<file path="src/wdt_pkg.sv">
// package: register map, field layout and timing constants of the watchdog
package wdt_pkg;
   localparam int unsigned ADDR_W     = 16;
   localparam int unsigned DATA_W     = 32;
   localparam int unsigned PRE_W      = 12;
   localparam int unsigned CNT_W      = 6;
   localparam int unsigned EV_N       = 2;
   // register word indices; the clear location is the top of the map
   localparam logic [15:0] IDX_CTRL   = 16'h0000;
   localparam logic [15:0] IDX_RSTAT  = 16'h0001;
   localparam logic [15:0] IDX_ISTAT  = 16'h0002;
   localparam logic [15:0] IDX_IEN    = 16'h0003;
   localparam logic [15:0] IDX_ICLR   = 16'h0004;
   localparam logic [15:0] IDX_STATE  = 16'h0005;
   localparam logic [15:0] IDX_CLEAR  = 16'hffff;
   // field positions
   localparam int unsigned CTRL_DIS   = 0;
   localparam int unsigned CTRL_LONG  = 1;
   localparam int unsigned EV_OVF     = 0;
   localparam int unsigned EV_SVC     = 1;
   localparam int unsigned CLR_LO     = 3;
   // reset values
   localparam logic [1:0]  CTRL_RST   = 2'h0;
   localparam logic [1:0]  IEN_RST    = 2'h0;
   // cycle counts on the crystal clock
   localparam int unsigned SHORT_CYC  = (1 << 13) - (1 << 4);
   localparam int unsigned LONG_CYC   = (1 << 18) - (1 << 4);
   localparam int unsigned PIN_LOW    = 32;
   localparam logic [12:0] POR_CYC    = 13'h1000;
   localparam real         CLK_MHZ    = 40.0;

   typedef struct packed {
      logic stopMode;
      logic monitorMode;
      logic breakState;
      logic hiVoltRst;
      logic hiVoltIrq;
   } wdt_mode_t;

   typedef struct packed {
      logic stopExec;
      logic vectorFetch;
      logic internalReset;
   } wdt_evt_t;
endpackage

</file>
<file path="src/wdt_top.sv">
// watchdog: prescaler and overflow counter, avalon-mm register slave, reset pulse and pin drive
// Behaviour
// - a 6-bit counter advances on each carry of a 12-bit prescaler, both on the crystal clock.
// - without clearing, overflow resets the chip after the short or long cycle count chosen.
// - any write to the clear location zeroes the counter and prescaler stages 4 to 12.
// - a read of the clear location returns the low byte of the reset vector.
// - an overflow pulls the reset pin low for 32 cycles and sets the watchdog reset flag.
// - in monitor mode a high test voltage on the reset or interrupt pin stops watchdog resets.
// - in the break state a high test voltage on the reset pin disables the watchdog.
// - the stop instruction clears the prescaler and stop mode freezes the watchdog.
// - the prescaler is cleared once 4096 cycles after power-up.
// - any internal reset clears both the prescaler and the counter.
// - a reset vector fetch clears the prescaler.
// - the disable bit blocks all resets and the long select bit picks the timeout.
// - besides the reset, the watchdog raises irq for each enabled overflow or clear event.
// - the watchdog keeps counting in wait mode.
// - in monitor mode, removing the test voltage from both the interrupt and the reset pin enables the watchdog.
`timescale 1ns/1ps
`default_nettype none
module wdt_top #(
   parameter int unsigned SHORT_CYCLES = wdt_pkg::SHORT_CYC,
   parameter int unsigned LONG_CYCLES  = wdt_pkg::LONG_CYC,
   parameter logic [7:0]  RESET_VEC_LO = 8'h00 // arbitrary default
) (
   // clock and reset
   input  wire logic                          clk,
   input  wire logic                          sys_rst,
   // avalon-mm slave, word addressed
   input  wire logic [wdt_pkg::ADDR_W-1:0]    avs_address,
   input  wire logic                          avs_read,
   input  wire logic                          avs_write,
   input  wire logic [wdt_pkg::DATA_W-1:0]    avs_writedata,
   input  wire logic [3:0]                    avs_byteenable,
   output logic      [wdt_pkg::DATA_W-1:0]    avs_readdata,
   output logic                               avs_waitrequest,
   // core state and events
   input  wire wdt_pkg::wdt_mode_t            mode,
   input  wire wdt_pkg::wdt_evt_t             evt,
   // reset outputs and pin
   output logic                               chipReset,
   output logic                               rstPinOut,
   output logic                               rstPinOe,
   output logic                               wdEnable,
   // event line
   output logic                               irq
);
   localparam int unsigned TOT_W = wdt_pkg::PRE_W + wdt_pkg::CNT_W;
   localparam logic [TOT_W-1:0] SHORT_LAST = TOT_W'(SHORT_CYCLES - 1);
   localparam logic [TOT_W-1:0] LONG_LAST  = TOT_W'(LONG_CYCLES - 1);

   // refuse timeouts that the elapsed count cannot reach
   generate
      if (SHORT_CYCLES < 2 || LONG_CYCLES < 2 || SHORT_CYCLES > (1 << TOT_W) ||
          LONG_CYCLES > (1 << TOT_W)) begin : gBadTimeout
         $error("wdt_top: timeout out of counter range");
      end
   endgenerate

   function automatic logic hit(input logic [15:0] a, input logic [15:0] idx);
      hit = (a == idx);
   endfunction

   // registers
   logic [wdt_pkg::PRE_W-1:0] pre_r;
   logic [wdt_pkg::CNT_W-1:0] cnt_r;
   logic [1:0]                ctrl_r;
   logic                      rstFlag_r;
   logic [wdt_pkg::EV_N-1:0]  iStat_r;
   logic [wdt_pkg::EV_N-1:0]  iEn_r;
   logic [12:0]               porCnt_r;
   logic                      porDone_r;
   logic [5:0]                pinCnt_r;
   logic                      wait_r;
   logic [31:0]               rdata_r;
   logic                      chipReset_r;
   logic                      pinOe_r;
   logic                      wdEn_r;
   logic                      irq_r;

   // bus decode
   wire       busReq   = avs_read | avs_write;
   wire       acc      = busReq & ~wait_r;
   wire       wrAcc    = acc & avs_write;
   wire       wrLo     = wrAcc & avs_byteenable[0];
   wire       svcWr    = wrAcc & hit(avs_address, wdt_pkg::IDX_CLEAR);
   wire       ctrlWr   = wrLo & hit(avs_address, wdt_pkg::IDX_CTRL);
   wire       rstatWr  = wrLo & hit(avs_address, wdt_pkg::IDX_RSTAT);
   wire       ienWr    = wrLo & hit(avs_address, wdt_pkg::IDX_IEN);
   wire       iclrWr   = wrLo & hit(avs_address, wdt_pkg::IDX_ICLR);

   // suppression and enable
   wire monHold  = mode.monitorMode & (mode.hiVoltRst | mode.hiVoltIrq);
   wire brkHold  = mode.breakState & mode.hiVoltRst;
   wire enable   = ~ctrl_r[wdt_pkg::CTRL_DIS] & ~monHold & ~brkHold;
   // wait mode is not an input: the counter runs unless stop mode gates it
   wire advance  = ~mode.stopMode;

   // counting
   wire [TOT_W-1:0] elapsed = {cnt_r, pre_r};
   wire [TOT_W-1:0] lastCyc = ctrl_r[wdt_pkg::CTRL_LONG] ? LONG_LAST : SHORT_LAST;
   wire fire     = enable & advance & (elapsed == lastCyc) & ~evt.internalReset & ~svcWr;
   wire clrBoth  = evt.internalReset | chipReset_r;
   wire porClr   = ~porDone_r & (porCnt_r == wdt_pkg::POR_CYC - 13'h1);
   wire clrPre   = evt.stopExec | evt.vectorFetch | porClr;
   wire [wdt_pkg::PRE_W:0] preInc = {1'b0, pre_r} + 13'h1;
   wire preCarry = preInc[wdt_pkg::PRE_W];

   logic [wdt_pkg::PRE_W-1:0] pre_nxt;
   logic [wdt_pkg::CNT_W-1:0] cnt_nxt;
   always_comb begin
      pre_nxt = pre_r;
      cnt_nxt = cnt_r;
      if (advance) begin
         pre_nxt = preInc[wdt_pkg::PRE_W-1:0];
         cnt_nxt = cnt_r + {5'h0, preCarry};
      end
      if (svcWr) begin
         cnt_nxt = '0;
         pre_nxt[wdt_pkg::PRE_W-1:wdt_pkg::CLR_LO] = '0;
      end
      if (clrPre) begin
         pre_nxt = '0;
      end
      if (clrBoth | fire) begin
         pre_nxt = '0;
         cnt_nxt = '0;
      end
   end

   // interrupt-style event capture; set beats clear
   wire [wdt_pkg::EV_N-1:0] evSet;
   assign evSet[wdt_pkg::EV_OVF] = fire;
   assign evSet[wdt_pkg::EV_SVC] = svcWr;
   logic [wdt_pkg::EV_N-1:0] iStat_nxt;
   genvar g;
   generate
      for (g = 0; g < wdt_pkg::EV_N; g++) begin : gEv
         assign iStat_nxt[g] = evSet[g] | (iStat_r[g] & ~(iclrWr & avs_writedata[g]));
      end
   endgenerate

   // read mux
   logic [31:0] rmux;
   always_comb begin
      rmux = 32'h0;
      if (hit(avs_address, wdt_pkg::IDX_CTRL))  rmux = {30'h0, ctrl_r};
      if (hit(avs_address, wdt_pkg::IDX_RSTAT)) rmux = {31'h0, rstFlag_r};
      if (hit(avs_address, wdt_pkg::IDX_ISTAT)) rmux = {30'h0, iStat_r};
      if (hit(avs_address, wdt_pkg::IDX_IEN))   rmux = {30'h0, iEn_r};
      if (hit(avs_address, wdt_pkg::IDX_STATE)) rmux = {13'h0, enable, cnt_r, pre_r};
      if (hit(avs_address, wdt_pkg::IDX_CLEAR)) rmux = {24'h0, RESET_VEC_LO};
   end

   // bus handshake: one wait cycle, data registered with the acknowledge
   always_ff @(posedge clk or posedge sys_rst) begin
      if (sys_rst) begin
         wait_r  <= 1'b1;
         rdata_r <= 32'h0;
      end else begin
         wait_r  <= ~(busReq & wait_r);
         if (avs_read & wait_r) begin
            rdata_r <= rmux;
         end
      end
   end

   // control and status
   always_ff @(posedge clk or posedge sys_rst) begin
      if (sys_rst) begin
         ctrl_r    <= wdt_pkg::CTRL_RST;
         iEn_r     <= wdt_pkg::IEN_RST;
         iStat_r   <= '0;
         rstFlag_r <= 1'b0;
         irq_r     <= 1'b0;
      end else begin
         if (ctrlWr) begin
            ctrl_r <= avs_writedata[1:0];
         end
         if (ienWr) begin
            iEn_r <= avs_writedata[wdt_pkg::EV_N-1:0];
         end
         iStat_r   <= iStat_nxt;
         rstFlag_r <= fire | (rstFlag_r & ~(rstatWr & avs_writedata[0]));
         irq_r     <= |(iStat_nxt & iEn_r);
      end
   end

   // counter, power-up delay, reset pulse and pin
   always_ff @(posedge clk or posedge sys_rst) begin
      if (sys_rst) begin
         pre_r       <= '0;
         cnt_r       <= '0;
         porCnt_r    <= 13'h0;
         porDone_r   <= 1'b0;
         chipReset_r <= 1'b0;
         pinCnt_r    <= 6'h0;
         pinOe_r     <= 1'b0;
         wdEn_r      <= 1'b0;
      end else begin
         pre_r       <= pre_nxt;
         cnt_r       <= cnt_nxt;
         porCnt_r    <= porDone_r ? porCnt_r : porCnt_r + 13'h1;
         porDone_r   <= porDone_r | porClr;
         chipReset_r <= fire;
         wdEn_r      <= enable;
         if (fire) begin
            pinCnt_r <= 6'(wdt_pkg::PIN_LOW - 1);
            pinOe_r  <= 1'b1;
         end else if (pinCnt_r != 6'h0) begin
            pinCnt_r <= pinCnt_r - 6'h1;
         end else begin
            pinOe_r  <= 1'b0;
         end
      end
   end

   assign avs_waitrequest = wait_r;
   assign avs_readdata    = rdata_r;
   assign chipReset       = chipReset_r;
   assign rstPinOut       = 1'b0;
   assign rstPinOe        = pinOe_r;
   assign wdEnable        = wdEn_r;
   assign irq             = irq_r;

   AST_OVF_PULSE: assert property (@(posedge clk) disable iff (sys_rst)
      fire |=> chipReset ##1 !chipReset) else $error("overflow pulse wrong");
   AST_PIN_LOW: assert property (@(posedge clk) disable iff (sys_rst)
      $rose(rstPinOe) |-> ##31 rstPinOe ##1 !rstPinOe) else $error("pin low time wrong");
   AST_FLAG_SET: assert property (@(posedge clk) disable iff (sys_rst)
      fire |=> rstFlag_r) else $error("reset flag not set");
   AST_SVC_CLEAR: assert property (@(posedge clk) disable iff (sys_rst)
      svcWr |=> cnt_r == 6'h0 && pre_r[11:3] == 9'h0) else $error("service did not clear");
   AST_NO_FIRE_OFF: assert property (@(posedge clk) disable iff (sys_rst)
      (ctrl_r[0] || monHold || brkHold) |=> !chipReset) else $error("reset while disabled");
   AST_STOP_FREEZE: assert property (@(posedge clk) disable iff (sys_rst)
      (mode.stopMode && !svcWr && !clrPre && !clrBoth) |=> $stable(elapsed))
      else $error("counter moved in stop");
   AST_FIRE_AT_LIMIT: assert property (@(posedge clk) disable iff (sys_rst)
      (enable && advance && !ctrl_r[1] && elapsed == SHORT_LAST && !svcWr && !evt.internalReset)
      |=> chipReset && elapsed == 18'h0) else $error("short timeout missed");
   AST_INT_RESET: assert property (@(posedge clk) disable iff (sys_rst)
      evt.internalReset |=> elapsed == 18'h0) else $error("internal reset kept count");
   AST_VEC_READ: assert property (@(posedge clk) disable iff (sys_rst)
      (avs_read && wait_r && avs_address == 16'hffff) |=> avs_readdata == {24'h0, RESET_VEC_LO})
      else $error("clear location read wrong");
   AST_BUS_WAIT: assert property (@(posedge clk) disable iff (sys_rst)
      (busReq && avs_waitrequest) |=> !avs_waitrequest ##1 avs_waitrequest)
      else $error("waitrequest sequence wrong");

   // prescaler clears and counting
   AST_POR_CLEAR: assert property (@(posedge clk) disable iff (sys_rst)
      porClr |=> pre_r == 12'h0 && porDone_r)
      else $error("power-up clear missed");
   AST_POR_ONCE: assert property (@(posedge clk) disable iff (sys_rst)
      porDone_r |-> !porClr)
      else $error("power-up clear repeated");
   AST_STOP_EXEC: assert property (@(posedge clk) disable iff (sys_rst)
      evt.stopExec |=> pre_r == 12'h0)
      else $error("stop did not clear prescaler");
   AST_VEC_FETCH: assert property (@(posedge clk) disable iff (sys_rst)
      evt.vectorFetch |=> pre_r == 12'h0)
      else $error("vector fetch did not clear prescaler");
   AST_COUNT_UP: assert property (@(posedge clk) disable iff (sys_rst)
      (advance && !svcWr && !clrPre && !clrBoth && !fire)
      |=> elapsed == $past(elapsed) + 18'h1)
      else $error("count did not advance");
   AST_LONG_AT_LIMIT: assert property (@(posedge clk) disable iff (sys_rst)
      (enable && advance && ctrl_r[1] && elapsed == LONG_LAST && !svcWr && !evt.internalReset)
      |=> chipReset && elapsed == 18'h0)
      else $error("long timeout missed");
   AST_NO_EARLY_FIRE: assert property (@(posedge clk) disable iff (sys_rst)
      (elapsed != lastCyc) |=> !chipReset)
      else $error("reset before the timeout");
   AST_RST_RESTART: assert property (@(posedge clk) disable iff (sys_rst)
      chipReset |-> elapsed == 18'h0)
      else $error("count kept across overflow");

   // reset pin, enable output, event capture, control write and read data hold
   AST_PIN_ON_FIRE: assert property (@(posedge clk) disable iff (sys_rst)
      fire |=> rstPinOe && !rstPinOut)
      else $error("pin not driven low");
   AST_PIN_HOLDS: assert property (@(posedge clk) disable iff (sys_rst)
      (rstPinOe && pinCnt_r != 6'h0) |=> rstPinOe)
      else $error("pin released early");
   AST_ENABLE_OUT: assert property (@(posedge clk) disable iff (sys_rst)
      (mode.monitorMode && !mode.hiVoltRst && !mode.hiVoltIrq && !ctrl_r[0]) |=> wdEnable)
      else $error("enable missing without test voltage");
   AST_ENABLE_OFF: assert property (@(posedge clk) disable iff (sys_rst)
      ctrl_r[0] |=> !wdEnable)
      else $error("enable shown while disabled");
   AST_IRQ_LEVEL: assert property (@(posedge clk) disable iff (sys_rst)
      1'b1 |=> irq == |(iStat_r & $past(iEn_r)))
      else $error("event line wrong");
   AST_OVF_EVENT: assert property (@(posedge clk) disable iff (sys_rst)
      fire |=> iStat_r[0])
      else $error("overflow event lost");
   AST_SVC_EVENT: assert property (@(posedge clk) disable iff (sys_rst)
      svcWr |=> iStat_r[1])
      else $error("clear event lost");
   AST_CTRL_WRITE: assert property (@(posedge clk) disable iff (sys_rst)
      ctrlWr |=> ctrl_r == $past(avs_writedata[1:0]))
      else $error("control write lost");
   AST_RDATA_HOLD: assert property (@(posedge clk) disable iff (sys_rst)
      !(avs_read && avs_waitrequest) |=> $stable(avs_readdata))
      else $error("read data changed without a read");
endmodule
`default_nettype wire

</file>
<file path="config.mk">
export PLATFORM = sky130hd
export DESIGN_NAME = wdt_top
export DESIGN_NICKNAME = d
export VERILOG_FILES = /design/src/wdt_pkg.sv /design/src/wdt_top.sv
export SDC_FILE = /design/constraint.sdc
export NUM_CORES = 1
export LEC_CHECK = 0
export ABC_AREA = 0
export BUFFER_PORTS_ARGS = -buffer_cell sky130_fd_sc_hd__buf_2
export CORE_ASPECT_RATIO = 1.5
export CORE_MARGIN = 2
export CORE_UTILIZATION = 46
export CTS_CLUSTER_SIZE = 28
export DETAILED_ROUTE_END_ITERATION = 10
export GPL_TIMING_DRIVEN = 1
export PLACE_DENSITY = 0.76
export SYNTH_ARGS = -nofsm -noshare
export SYNTH_HDL_FRONTEND = slang
export SYNTH_SLANG_ARGS = --single-unit
</file>
<file path="constraint.sdc">
create_clock -name clk -period 2 [get_ports clk]
set_clock_uncertainty 0.1 [all_clocks]
set_input_delay 0.1 -clock clk [delete_from_list [all_inputs] [get_ports clk]]
set_output_delay 0.1 -clock clk [all_outputs]
set_load 0.02 [all_outputs]
</file>
# Yosys cells after proc, flatten, opt, wreduce, memory -nomap -nowiden
# Cells that the tools add are included.
dict set report totals {
  out_inout_bits 38
  in_bits 64
  ff_bits 82
  word_cells 102
}
dict set report op_classes {
  eq_ne 12
  muxes 18
  add_sub_neg 4
  bitwise 48
  reduce_logical 4
}
# operator n
set op_table {}
lappend op_table {{$mux W32} 5}
lappend op_table {{$mux W12} 3}
lappend op_table {{$eq A16 B2 Y1 const B} 2}
lappend op_table {{$eq A16 B3 Y1 const B} 2}
lappend op_table {{$mux W6} 5}
lappend op_table {{$and A1 B1 Y1} 25}
lappend op_table {{$eq A18 B18 Y1} 1}
lappend op_table {{$mux W18} 1}
lappend op_table {{$eq A16 B1 Y1 const B} 1}
lappend op_table {{$eq A16 B16 Y1 const B} 1}
lappend op_table {{$logic_not A16 Y1} 1}
lappend op_table {{$add A12 B1 Y13 const B} 1}
lappend op_table {{$add A13 B1 Y13 const B} 1}
lappend op_table {{$eq A13 B12 Y1 const B} 1}
lappend op_table {{$not A1 Y1} 12}
lappend op_table {{$or A1 B1 Y1} 10}
lappend op_table {{$mux W9} 1}
lappend op_table {{$add A6 B1 Y6} 1}
lappend op_table {{$ne A3 B1 Y1 const B} 2}
lappend op_table {{$reduce_bool A6 Y1} 1}
lappend op_table {{$sub A6 B1 Y6 const B} 1}
lappend op_table {{$ne A4 B1 Y1 const B} 1}
lappend op_table {{$and A2 B2 Y2} 1}
lappend op_table {{$mux W1} 2}
lappend op_table {{other kinds (4)} 4}

# Logic depth before layout (Yosys ltp)
# Gate-level depths: netlist of the first run.
dict set report logic_depth {
  ltp_word 12
  mapped_depth 9
  ltp_nobuf 9
}

# Worst setup path after synthesis of the first run
# No wires, ideal clock.
dict set report synth_timing {
  path_kind {flip-flop to flip-flop}
  from {register pre_r[0] (netlist bit)}
  to {register cnt_r[4] (netlist bit)}
  arrival_time_ps 1759
  slack_ps 16
  required_time_ps 1776
  setup_ps 124
  path_stages_with_launch 10
  synth_period_minus_slack_ps 1984
  path_buffers 0
  path_cell_list {dfrtp_1 > ha_1 > nand3_1 > nor4_1 > ha_1 > ha_1 > nor2b_1 > nand3_1 > xor2_1 > nor2_1}
}
dict set report synth_via {
  elab_chain_len 6
  elab_cells_between_ends 11
  classes_between {add/sub (2); eq/ne (2); mux (3); bitwise (4)}
}
# element line_no
set synth_lines {}
lappend synth_lines {{start, declared} wdt_top.sv:64} ;# logic [wdt_pkg::PRE_W-1:0] pre_r;
lappend synth_lines {{start signal, assigned} wdt_top.sv:200} ;# pre_r <= pre_nxt;
lappend synth_lines {{parallel branches: the longest is 6 deep, another holds $add A12 B1 Y13} -}
lappend synth_lines {{end signal, assigned} wdt_top.sv:201} ;# cnt_r <= cnt_nxt;
lappend synth_lines {{end, declared} wdt_top.sv:65} ;# logic [wdt_pkg::CNT_W-1:0] cnt_r;
# Several ways; the timed one is not identified. The select of a mux whose other input is x is not followed.
# A chain may end at the register's enable or synchronous reset.

# Final worst setup path of the first run
dict set report layout_timing {
  from {register pre_r[4] (netlist bit)}
  to {register irq_r (netlist: irq)}
}
dict set report layout_via {
  elab_chain_len 7
}
# element line_no
set layout_lines {}
lappend layout_lines {{$eq A18 B18 Y1} wdt_top.sv:101} ;# wire fire = enable & advance & (elapsed == lastCyc) & ~evt.internalReset & ~svcWr;
lappend layout_lines {{$and A1 B1 Y1 (3 in a row)} wdt_top.sv:101}
lappend layout_lines {{$or A1 B1 Y1} wdt_top.sv:138} ;# assign iStat_nxt[g] = evSet[g] | (iStat_r[g] & ~(iclrWr & avs_writedata[g]));
lappend layout_lines {{named net iStat_nxt (one bit)} wdt_top.sv:134} ;# logic [wdt_pkg::EV_N-1:0] iStat_nxt;
lappend layout_lines {{$and A2 B2 Y2} wdt_top.sv:184} ;# irq_r <= |(iStat_nxt & iEn_r);
lappend layout_lines {{$reduce_or A2 Y1} wdt_top.sv:184}
lappend layout_lines {{end signal, assigned} wdt_top.sv:184}
lappend layout_lines {{end, declared} wdt_top.sv:78} ;# logic irq_r;
# The timed path passes the listed nets, and every way through them passes these cells.

==> results of run 1 <==
flip-flops by register name, indices dropped and copies added, names as in the netlist, 2 cells and up:
| signal | cells |
|---|---|
| avs_readdata | 19 |
| cnt_r | 6 |
| ctrl_r | 2 |
| iEn_r | 2 |
| iStat_r | 2 |
| pinCnt_r | 6 |
| porCnt_r | 13 |
| pre_r | 12 |
cells in the mapped netlist, types with 2 or more instances:
master,instances
a21oi_1,3
nand3_1,13
xnor2_1,18
o21ai_0,4
mux2i_1,4
a211o_1,2
mux2_2,5
clkbuf_1,3
and3_1,2
nand4b_1,4
or3_1,2
ha_1,6
dfrtp_1,68
inv_1,4
buf_6,2
nor2_1,33
buf_4,14
a22o_1,18
o41ai_1,2
nor4_1,5
nand2_1,29
xor2_1,11
nand2b_1,2
o31ai_1,2
nor2b_1,4
nor3_1,8
nand3b_1,2
nand4_1,8
or2_2,2
routing by layer:
layer  vias up  wire length, um  global-route usage (%)
met2        61             3660                    32.9
li1       1216                -                       -
met3         9              314                    5.43
met1      1261             2800                    22.7
met5         -                0                       0
met4         0              113                    7.54
per-stage QoR:
| step | total power, mW | instance area, sq um | TNS (ns) |
|---|---|---|---|
| global placement | 1.59 | 3750 | -0.0347 |
| finish | 2.80 | 4080 | 0 |
| floorplan | 1.55 | 3350 | 0 |
| detailed placement | 1.60 | 3750 | -0.0652 |
| CTS | 2.83 | 4030 | -0.00522 |
| global route | 2.91 | 4080 | -0.0834 |
power by group:
| part | switching [mW] | total, mW | leakage [nW] | internal, mW |
|---|---|---|---|---|
| Combinational | 0.118 | 0.176 | 0.968 | 0.0576 |
| Sequential | 0.00313 | 1.40 | 0.944 | 1.40 |
| Clock | 0.519 | 1.22 | 0.110 | 0.702 |
| Total | 0.640 | 2.80 | 2.02 | 2.16 |
cell type report:
class	instances	area share, %
Sequential cell	69	42.3
Clock inverter	6	2.15
Inverter	5	0.460
Clock buffer	10	3.13
Tap cell	78	2.39
Timing Repair Buffer	82	12.4
Multi-Input combinational cell	221	37.1
what timing repair did:
item / 4_1_cts / 5_1_grt
resized for setup: 3 / 8
hold endpoints to repair: 75 / 0
buffers inserted: 0 / 2
hold buffers: 5 / 0
setup endpoints to repair: 11 / 23
pin swaps: 0 / 5
cells in the final DEF (no fill, tap or decap), types with 3 or more instances in the layout:
| cell | instances |
|---|---|
| nor2b_1 | 3 |
| a21oi_1 | 3 |
| conb_1 | 14 |
| dlygate4sd3_1 | 5 |
| nor3_1 | 7 |
| buf_2 | 54 |
| nand4_1 | 8 |
| mux2i_1 | 4 |
| xnor2_1 | 18 |
| xor2_1 | 11 |
| mux2_2 | 5 |
| inv_1 | 3 |
| dfrtp_1 | 68 |
| nand2_1 | 28 |
| o21ai_0 | 4 |
| nor4_1 | 4 |
| clkbuf_8 | 9 |
| ha_1 | 5 |
| a22o_1 | 18 |
| nand4b_1 | 4 |
| nand3_1 | 11 |
| buf_4 | 22 |
| nor2_1 | 33 |
cells by family after synthesis:
family | synth area share (%)
other cells | 0.113
compound gates | 9.69
fa+ha+maj | 2.27
xor+xnor | 7.69
simple gates | 19.3
flops | 52.3
mux | 3.71
buf+inv | 4.88
critical path: stages, from the launching register on:
cell	delay (ns)
dfrtp_1	0.41
or3b_4	0.42
nor4_4	0.42
o2111ai_4	0.27
nand2_2	0.13
a22o_1	0.14
path summary, 6_finish.rpt:
check                                          from                            to  slack [ns]
max                            pre_r[4]$_DFFE_PP0P_                 irq$_DFF_PP0_        0.06
max in group asynchronous                   sys_rst     avs_waitrequest$_DFF_PP1_        1.20
max reg2reg                    pre_r[4]$_DFFE_PP0P_                 irq$_DFF_PP0_        0.06
min reg2reg                porCnt_r[10]$_DFFE_PP0N_      porCnt_r[10]$_DFFE_PP0N_        0.37
min in group asynchronous                   sys_rst  avs_readdata[17]$_DFFE_PP0P_        0.26
min                                          evt[0]          cnt_r[4]$_DFFE_PP0P_        0.05
==> impl_metrics.csv, run 1 <==
group,metric,value,unit
run_status,outcome,"complete, no violations",
cts,clock_latency,0.34,ns
cells_and_area,syn_to_final_growth,23.5,%
global_route,grt_max_degree,70,
cells_and_area,n_antenna_cell,0,
floorplanning,die_w,73.2,um
timing,final_hold_viol_count,0,
worst_setup_path,r2r_cells,5,
drt,via_per_inst,5.41,
logic_synthesis,synth_cells,302,
logic_synthesis,syn_avg_cell_area,10.9,sq um
drt,drt-wirelength-per-cell,14.6,um
drt,ant_nets,0,
placement,globalplace.congestion,0.885,
cells_and_area,nets,458,
logic_synthesis,async_flop_share,100,%
global_route,antenna_found_initial,0,
cells_and_area,fillers,569,
floorplanning,fp.dieArea,7890,sq um
worst_hold_path,hp-class,"in -> reg",
global_route,grt_overflow,0,
drt,drtIter0Drc,129,
timing,setup_slack,0.0574,ns
power,leakagePower,2.02,nW
worst_setup_path,arrival,2.12,ns
drt,wirelength,6890,um
worst_hold_path,hold_depth,4,
cells_and_area,layoutNonFillerInstCount,471,
logic_synthesis,synth_area_leaders,"dfrtp_1 (51%), a22o_1 (4.8%), xnor2_1 (4.8%)",
global_route,grt_pass1_vias,2584,
floorplanning,die_h,108,um
logic_synthesis,synth_top_area_share,51.5,%
logic_synthesis,synth.distinct_cells,51,
drt,vias,2547,
power,p_per_area,686,nW/um^2
cts,cts.clk_slew.worst_paths,0.08,ns
timing,min_period,1.94,ns
worst_setup_path,crit_required,2.18,ns
cts,clockBufferDepth,2,
cells_and_area,multiInputGateArea,1520,sq um
logic_synthesis,synth_flop_cell,"dfrtp_1",
logic_synthesis,yosysWarnings,0,
floorplanning,coreArea,6900,sq um
placement,place_ws,-0.0652,ns
floorplanning,start_util,47.9,%
cts,cts_buffers,9,
logic_synthesis,ys_seq_elements,69,
floorplanning,row_count,37,
logic_synthesis,synth_edf_count,0,
cts,cts_max_level,3,
timing,rsz0062_at_grt,"true",
timing,fmax,515,MHz
cells_and_area,regArea,1730,sq um
job,drv_cap,0,
worst_setup_path,start_kind,"flip-flop",
cells_and_area,drive_gt1_share,30.5,%
placement,placed_cells_incl_taps,448,
power,ir_drop,0.506,mV
logic_synthesis,synth.largest_area_cell,"dfrtp_1",
timing,final_max_slew_viol_count,0,
worst_setup_path,critPathKind,"reg -> reg",
worst_setup_path,end_kind,"flip-flop",
global_route,grt_first_pass_wirelength,11800,um
drt,drcViolationCount,0,
global_route,track_usage,19.4,%
floorplanning,io_pins,102,
timing,fin_hold_ws,0.0548,ns
logic_synthesis,netlist_area,3300,sq um
placement,hpwl,4940,um
logic_synthesis,yosysSeqAreaShare,52.3,%
worst_setup_path,crit_fanout,7,
cts,cts-root-buf,"clkbuf_8",
drt,dr.pass1.iters,4,
timing,post-route-period-util,97.1,%
placement,port_buffers,54,
cells_and_area,utilization,59.2,%
cts,cts_tree,"yes",
cts,cts.sinks,69,
timing,finalSetupViolCount,0,
Power figures use the tool's default switching activity.
==> run 2: changes to the inputs <==
- BUFFER_PORTS_ARGS: -buffer_cell sky130_fd_sc_hd__buf_2 -> unset
- DONT_BUFFER_PORTS: unset -> 1
- PLACE_DENSITY: 0.76 -> unset
==> impl_metrics.csv, run 2 (synthesized netlist as in run 1, its figures left out) <==
group,metric,value,unit
run_status,outcome,"complete, no violations",
drt,drt-wirelength-per-cell,15.8,um
drt,drcViolationCount,0,
cts,cts_max_level,3,
worst_setup_path,crit_fanout,3,
cells_and_area,n_antenna_cell,0,
floorplanning,io_pins,102,
drt,drtIter0Drc,93,
cts,clockBufferDepth,2,
cells_and_area,layoutNonFillerInstCount,431,
job,drv_cap,0,
timing,min_period,1.93,ns
timing,final_max_slew_viol_count,0,
floorplanning,start_util,47.9,%
worst_setup_path,start_kind,"flip-flop",
worst_setup_path,r2r_start,"avs_waitrequest$_DFF_PP1_",
drt,via_per_inst,5.43,
cells_and_area,final_cell_mix,"dfrtp_1 (68), nor2_1 (32), nand2_1 (27), buf_4 (24)",
timing,fmax,518,MHz
worst_hold_path,hold_end,"avs_readdata[1]$_DFFE_PP0P_",
drt,dr.pass1.iters,4,
worst_hold_path,hold_depth,5,
worst_hold_path,hp-class,"in -> reg",
floorplanning,coreArea,6900,sq um
global_route,grtUsageMet3,4.87,%
global_route,grt_first_pass_wirelength,11100,um
cells_and_area,drive_gt1_share,21.2,%
placement,hpwl,4580,um
floorplanning,row_count,37,
worst_setup_path,regToRegSetupSlack,0.07,ns
worst_setup_path,r2r-end,"ctrl_r[0]$_DFFE_PP0P_",
power,leakagePower,1.82,nW
cells_and_area,syn_to_final_growth,19.5,%
floorplanning,die_h,108,um
global_route,grtUsageMet2,31.5,%
timing,max_slew_margin,65.2,%
global_route,gr-max-usage-layer,"met2",
global_route,use_met1,20.0,%
cts,cts-root-buf,"clkbuf_8",
power,p_per_area,680,nW/um^2
power,ir_drop,0.533,mV
cells_and_area,nets,418,
timing,finalSetupViolCount,0,
worst_setup_path,arrival,2.06,ns
placement,placed_cells_incl_taps,396,
cts,cts.clk_slew.worst_paths,0.08,ns
global_route,grt_pass1_vias,2379,
worst_setup_path,crit_required,2.13,ns
timing,post-route-period-util,96.5,%
placement,port_buffers,0,
worst_hold_path,worstHoldStart,"avs_address[2]",
timing,rsz0062_at_grt,"true",
global_route,antenna_found_initial,0,
cells_and_area,largest_reg_flops,19,
drt,vias,2342,
cts,cts.sinks,69,
cts,cts_buffers,9,
global_route,grt_max_degree,70,
worst_setup_path,r2r_cells,4,
cells_and_area,final_common_cell,"dfrtp_1",
drt,ant_nets,0,
global_route,track_usage,18.4,%
global_route,grt_overflow,0,
drt,wirelength,6800,um
placement,globalplace.congestion,0.803,
cts,cts_tree,"yes",
timing,tightest_slew,0.520,ns
worst_setup_path,end_kind,"flip-flop",
timing,fin_hold_ws,0.0173,ns
worst_setup_path,critPathKind,"reg -> reg",
floorplanning,die_w,73.2,um
timing,final_hold_viol_count,0,
cts,clock_latency,0.35,ns
floorplanning,fp.dieArea,7890,sq um
## run 2: critical path, stage by stage, from the launching register on
cell and delay (ns):
dfstp_2 0.37, nand4bb_1 0.21, or3_2 0.47, nor3_1 0.28
mux2_2 0.37
## run 2: power breakdown
part,internal (mW),switching [mW]
sequential,1.40,0.00430
combinational,0.0513,0.104
clock,0.579,0.548
total,2.03,0.656
## run 2: cell type report
class                      count  area [sq um]
fill                         590          2950
sequential                    69          1730
multi-input combinational    222          1550
timing repair buffer          41           362
clock buffer                   9           124
tap                           78          97.6
clock inverter                 7          75.1
inverter                       5          18.8
## run 2: metal layers
layer / wire length [um] / vias to the layer above
li1: - / 1146
met1: 2730 / 1136
met2: 3670 / 46
met3: 219 / 14
met4: 170 / 0
met5: 0 / -
## run 2: stage by stage
step | power [mW] | utilization (%) | setup slack [ns] | TNS [ns] | instance area, sq um
after global routing | 2.80 | 57.3 | -0.00308 | -0.00308 | 3950
after CTS | 2.71 | 55.9 | 0.0124 | 0 | 3850
after detailed placement | 1.55 | 50.6 | -0.0955 | -0.211 | 3490
after floorplan | 1.55 | - | 0.0161 | 0 | 3350
after global placement | 1.55 | 50.6 | -0.0574 | -0.148 | 3490
final | 2.69 | 57.3 | 0.0699 | 0 | 3950
## run 2: timing repair
item,4_1_cts,5_1_grt
gates cloned,0,1
resized for setup,3,12
endpoints found under the setup margin,3,22
buffers inserted,0,3
hold buffers,15,0
hold endpoints to repair,94,0
pin swaps,1,4
## run 2: worst max path at each step
stage,startpoint,end
finish,avs_waitrequest$_DFF_PP1_,ctrl_r[0]$_DFFE_PP0P_
global route,pre_r[0]$_DFFE_PP0P_,irq$_DFF_PP0_
CTS,pre_r[0]$_DFFE_PP0P_,pre_r[2]$_DFFE_PP0P_
detailed placement,pre_r[0]$_DFFE_PP0P_,cnt_r[4]$_DFFE_PP0P_
global placement,pre_r[0]$_DFFE_PP0P_,cnt_r[2]$_DFFE_PP0P_
floorplan,pre_r[0]$_DFFE_PP0P_,cnt_r[4]$_DFFE_PP0P_
==> run 3: changes to the inputs <==
- MAX_ROUTING_LAYER: unset -> met4
==> impl_metrics.csv, run 3 (synthesized netlist as in run 1, its figures left out) <==
group,metric,value,unit
timing,rsz0062_at_grt,"true",
power,intPower,2.03,mW
cells_and_area,multiInputGateArea,1550,sq um
cts,cts_tree,"yes",
worst_setup_path,crit_fanout,3,
global_route,track_usage,18.9,%
global_route,grt_pass1_vias,2371,
cells_and_area,nets,418,
cells_and_area,final_cell_mix,"dfrtp_1 (68), nor2_1 (32), nand2_1 (27), buf_4 (24)",
power,power_frac_seq,52.2,%
placement,dpl_cell_area,3490,sq um
cells_and_area,n_antenna_cell,0,
timing,post-route-period-util,96.4,%
floorplanning,coreArea,6900,sq um
worst_setup_path,critPathKind,"reg -> reg",
cts,cts.clk_slew.worst_paths,0.08,ns
cells_and_area,utilization,57.3,%
floorplanning,io_pins,102,
timing,min_period,1.93,ns
global_route,grt_max_degree,70,
timing,tightest_slew,0.520,ns
timing,fmax,519,MHz
cts,clockBufferDepth,2,
floorplanning,row_count,37,
cts,clock_latency,0.35,ns
drt,vias,2346,
drt,dr.pass1.iters,4,
drt,drt-wirelength-per-cell,15.9,um
run_status,outcome,"complete, no violations",
floorplanning,die_w,73.2,um
cells_and_area,layoutNonFillerInstCount,431,
power,power.share.switching,24.5,%
placement,placed_cells_incl_taps,396,
placement,port_buffers,0,
worst_hold_path,hp-class,"in -> reg",
worst_setup_path,start_kind,"flip-flop",
worst_setup_path,end_kind,"flip-flop",
floorplanning,die_h,108,um
drt,drtIter0Drc,99,
power,combPwrFrac,5.8,%
drt,ant_nets,0,
placement,globalplace.congestion,0.815,
cts,cts_buffers,9,
job,drv_cap,0,
cells_and_area,syn_to_final_growth,19.5,%
timing,final_max_slew_viol_count,0,
cts,cts_max_level,3,
timing,final_hold_viol_count,0,
cells_and_area,drive_gt1_share,21.2,%
worst_setup_path,cp_slowest_stage_delay,0.47,ns
cts,cts-root-buf,"clkbuf_8",
cts,cts.sinks,69,
cells_and_area,regArea,1730,sq um
worst_setup_path,arrival,2.06,ns
power,power_switching,0.660,mW
worst_setup_path,path_cells,"nand4bb_1 > or3_2 > nor3_1 > mux2_2",
global_route,grt_overflow,0,
power,clkPwrFrac,42.0,%
cells_and_area,fillers,588,
cells_and_area,largest_reg_flops,19,
power,leakagePower,1.82,nW
worst_setup_path,crit_required,2.13,ns
drt,drcViolationCount,0,
cells_and_area,final_common_cell,"dfrtp_1",
worst_setup_path,crit_slowest_cell,"or3_2",
power,ir_drop,0.535,mV
global_route,grt_first_pass_wirelength,11100,um
power,p_per_area,681,nW/um^2
drt,via_per_inst,5.44,
placement,hpwl,4580,um
floorplanning,fp.dieArea,7890,sq um
global_route,antenna_found_initial,0,
timing,max_slew_margin,65.2,%
drt,wirelength,6860,um
timing,finalSetupViolCount,0,
cells_and_area,final_area,3950,sq um
floorplanning,start_util,47.9,%
## run 3: per-stage QoR
stage / power (mW) / TNS [ns] / hold WS, ns / worst slack (ns)
after floorplan: 1.55 / 0 / 0.0630 / 0.0161
after global placement: 1.55 / -0.148 / -0.00591 / -0.0574
after detailed placement: 1.55 / -0.211 / -0.00563 / -0.0955
after CTS: 2.71 / 0 / 0.0127 / 0.0124
after global routing: 2.80 / -0.00781 / 0.0300 / -0.00781
final: 2.69 / 0 / 0.0123 / 0.0718
## run 3: timing repair
| item | in CTS | in global routing |
|---|---|---|
| hold endpoints to repair | 94 | 0 |
| endpoints found under the setup margin | 3 | 22 |
| buffers inserted | 0 | 3 |
| pin swaps | 1 | 4 |
| hold buffers | 15 | 0 |
| gates resized for setup | 3 | 12 |
| gates cloned | 0 | 1 |
## run 3: cell type report
| type | count | area share, % |
|---|---|---|
| clock buffer | 9 | 3.14 |
| timing repair buffer | 41 | 9.15 |
| inverter | 5 | 0.475 |
| tap | 78 | 2.47 |
| multi-input combinational | 222 | 39.1 |
| sequential | 69 | 43.7 |
| clock inverter | 7 | 1.90 |
## run 3: critical path, delay by kind of cell (launching register included)
family        cells  cell delay, ns
flops             1            0.37
mux               1            0.37
simple gates      3            0.96
## run 3: worst paths after layout
check,slack (ns),end,startpoint,depth (start not counted)
hold / removal,0.01,avs_readdata[1]$_DFFE_PP0P_,avs_address[2],5
min in group asynchronous,0.17,avs_readdata[3]$_DFFE_PP0P_,sys_rst,3
hold reg to reg,0.37,porCnt_r[10]$_DFFE_PP0N_,porCnt_r[10]$_DFFE_PP0N_,1
setup reg to reg,0.07,ctrl_r[0]$_DFFE_PP0P_,avs_waitrequest$_DFF_PP1_,4
setup / recovery,0.07,ctrl_r[0]$_DFFE_PP0P_,avs_waitrequest$_DFF_PP1_,4
max in group asynchronous,1.30,avs_waitrequest$_DFF_PP1_,sys_rst,3
## run 3: layer usage
layer | up-vias | GRT usage [%] | share of wire (%) | routed length, um
met5 | - | - | 0 | 0
met4 | 0 | 10.2 | 2.1 | 142
met3 | 13 | 4.87 | 3.2 | 220
met2 | 41 | 31.5 | 54 | 3730
met1 | 1145 | 20.2 | 40 | 2770
li1 | 1147 | - | - | -
## run 3: power by group through the flow
stage               registers, mW  clock network (mW)  logic, mW
global placement             1.43                   0      0.115
CTS                          1.40                1.16      0.150
global route                 1.40                1.23      0.171
finish                       1.40                1.13      0.155
detailed placement           1.43                   0      0.115
floorplan                    1.44                   0      0.110
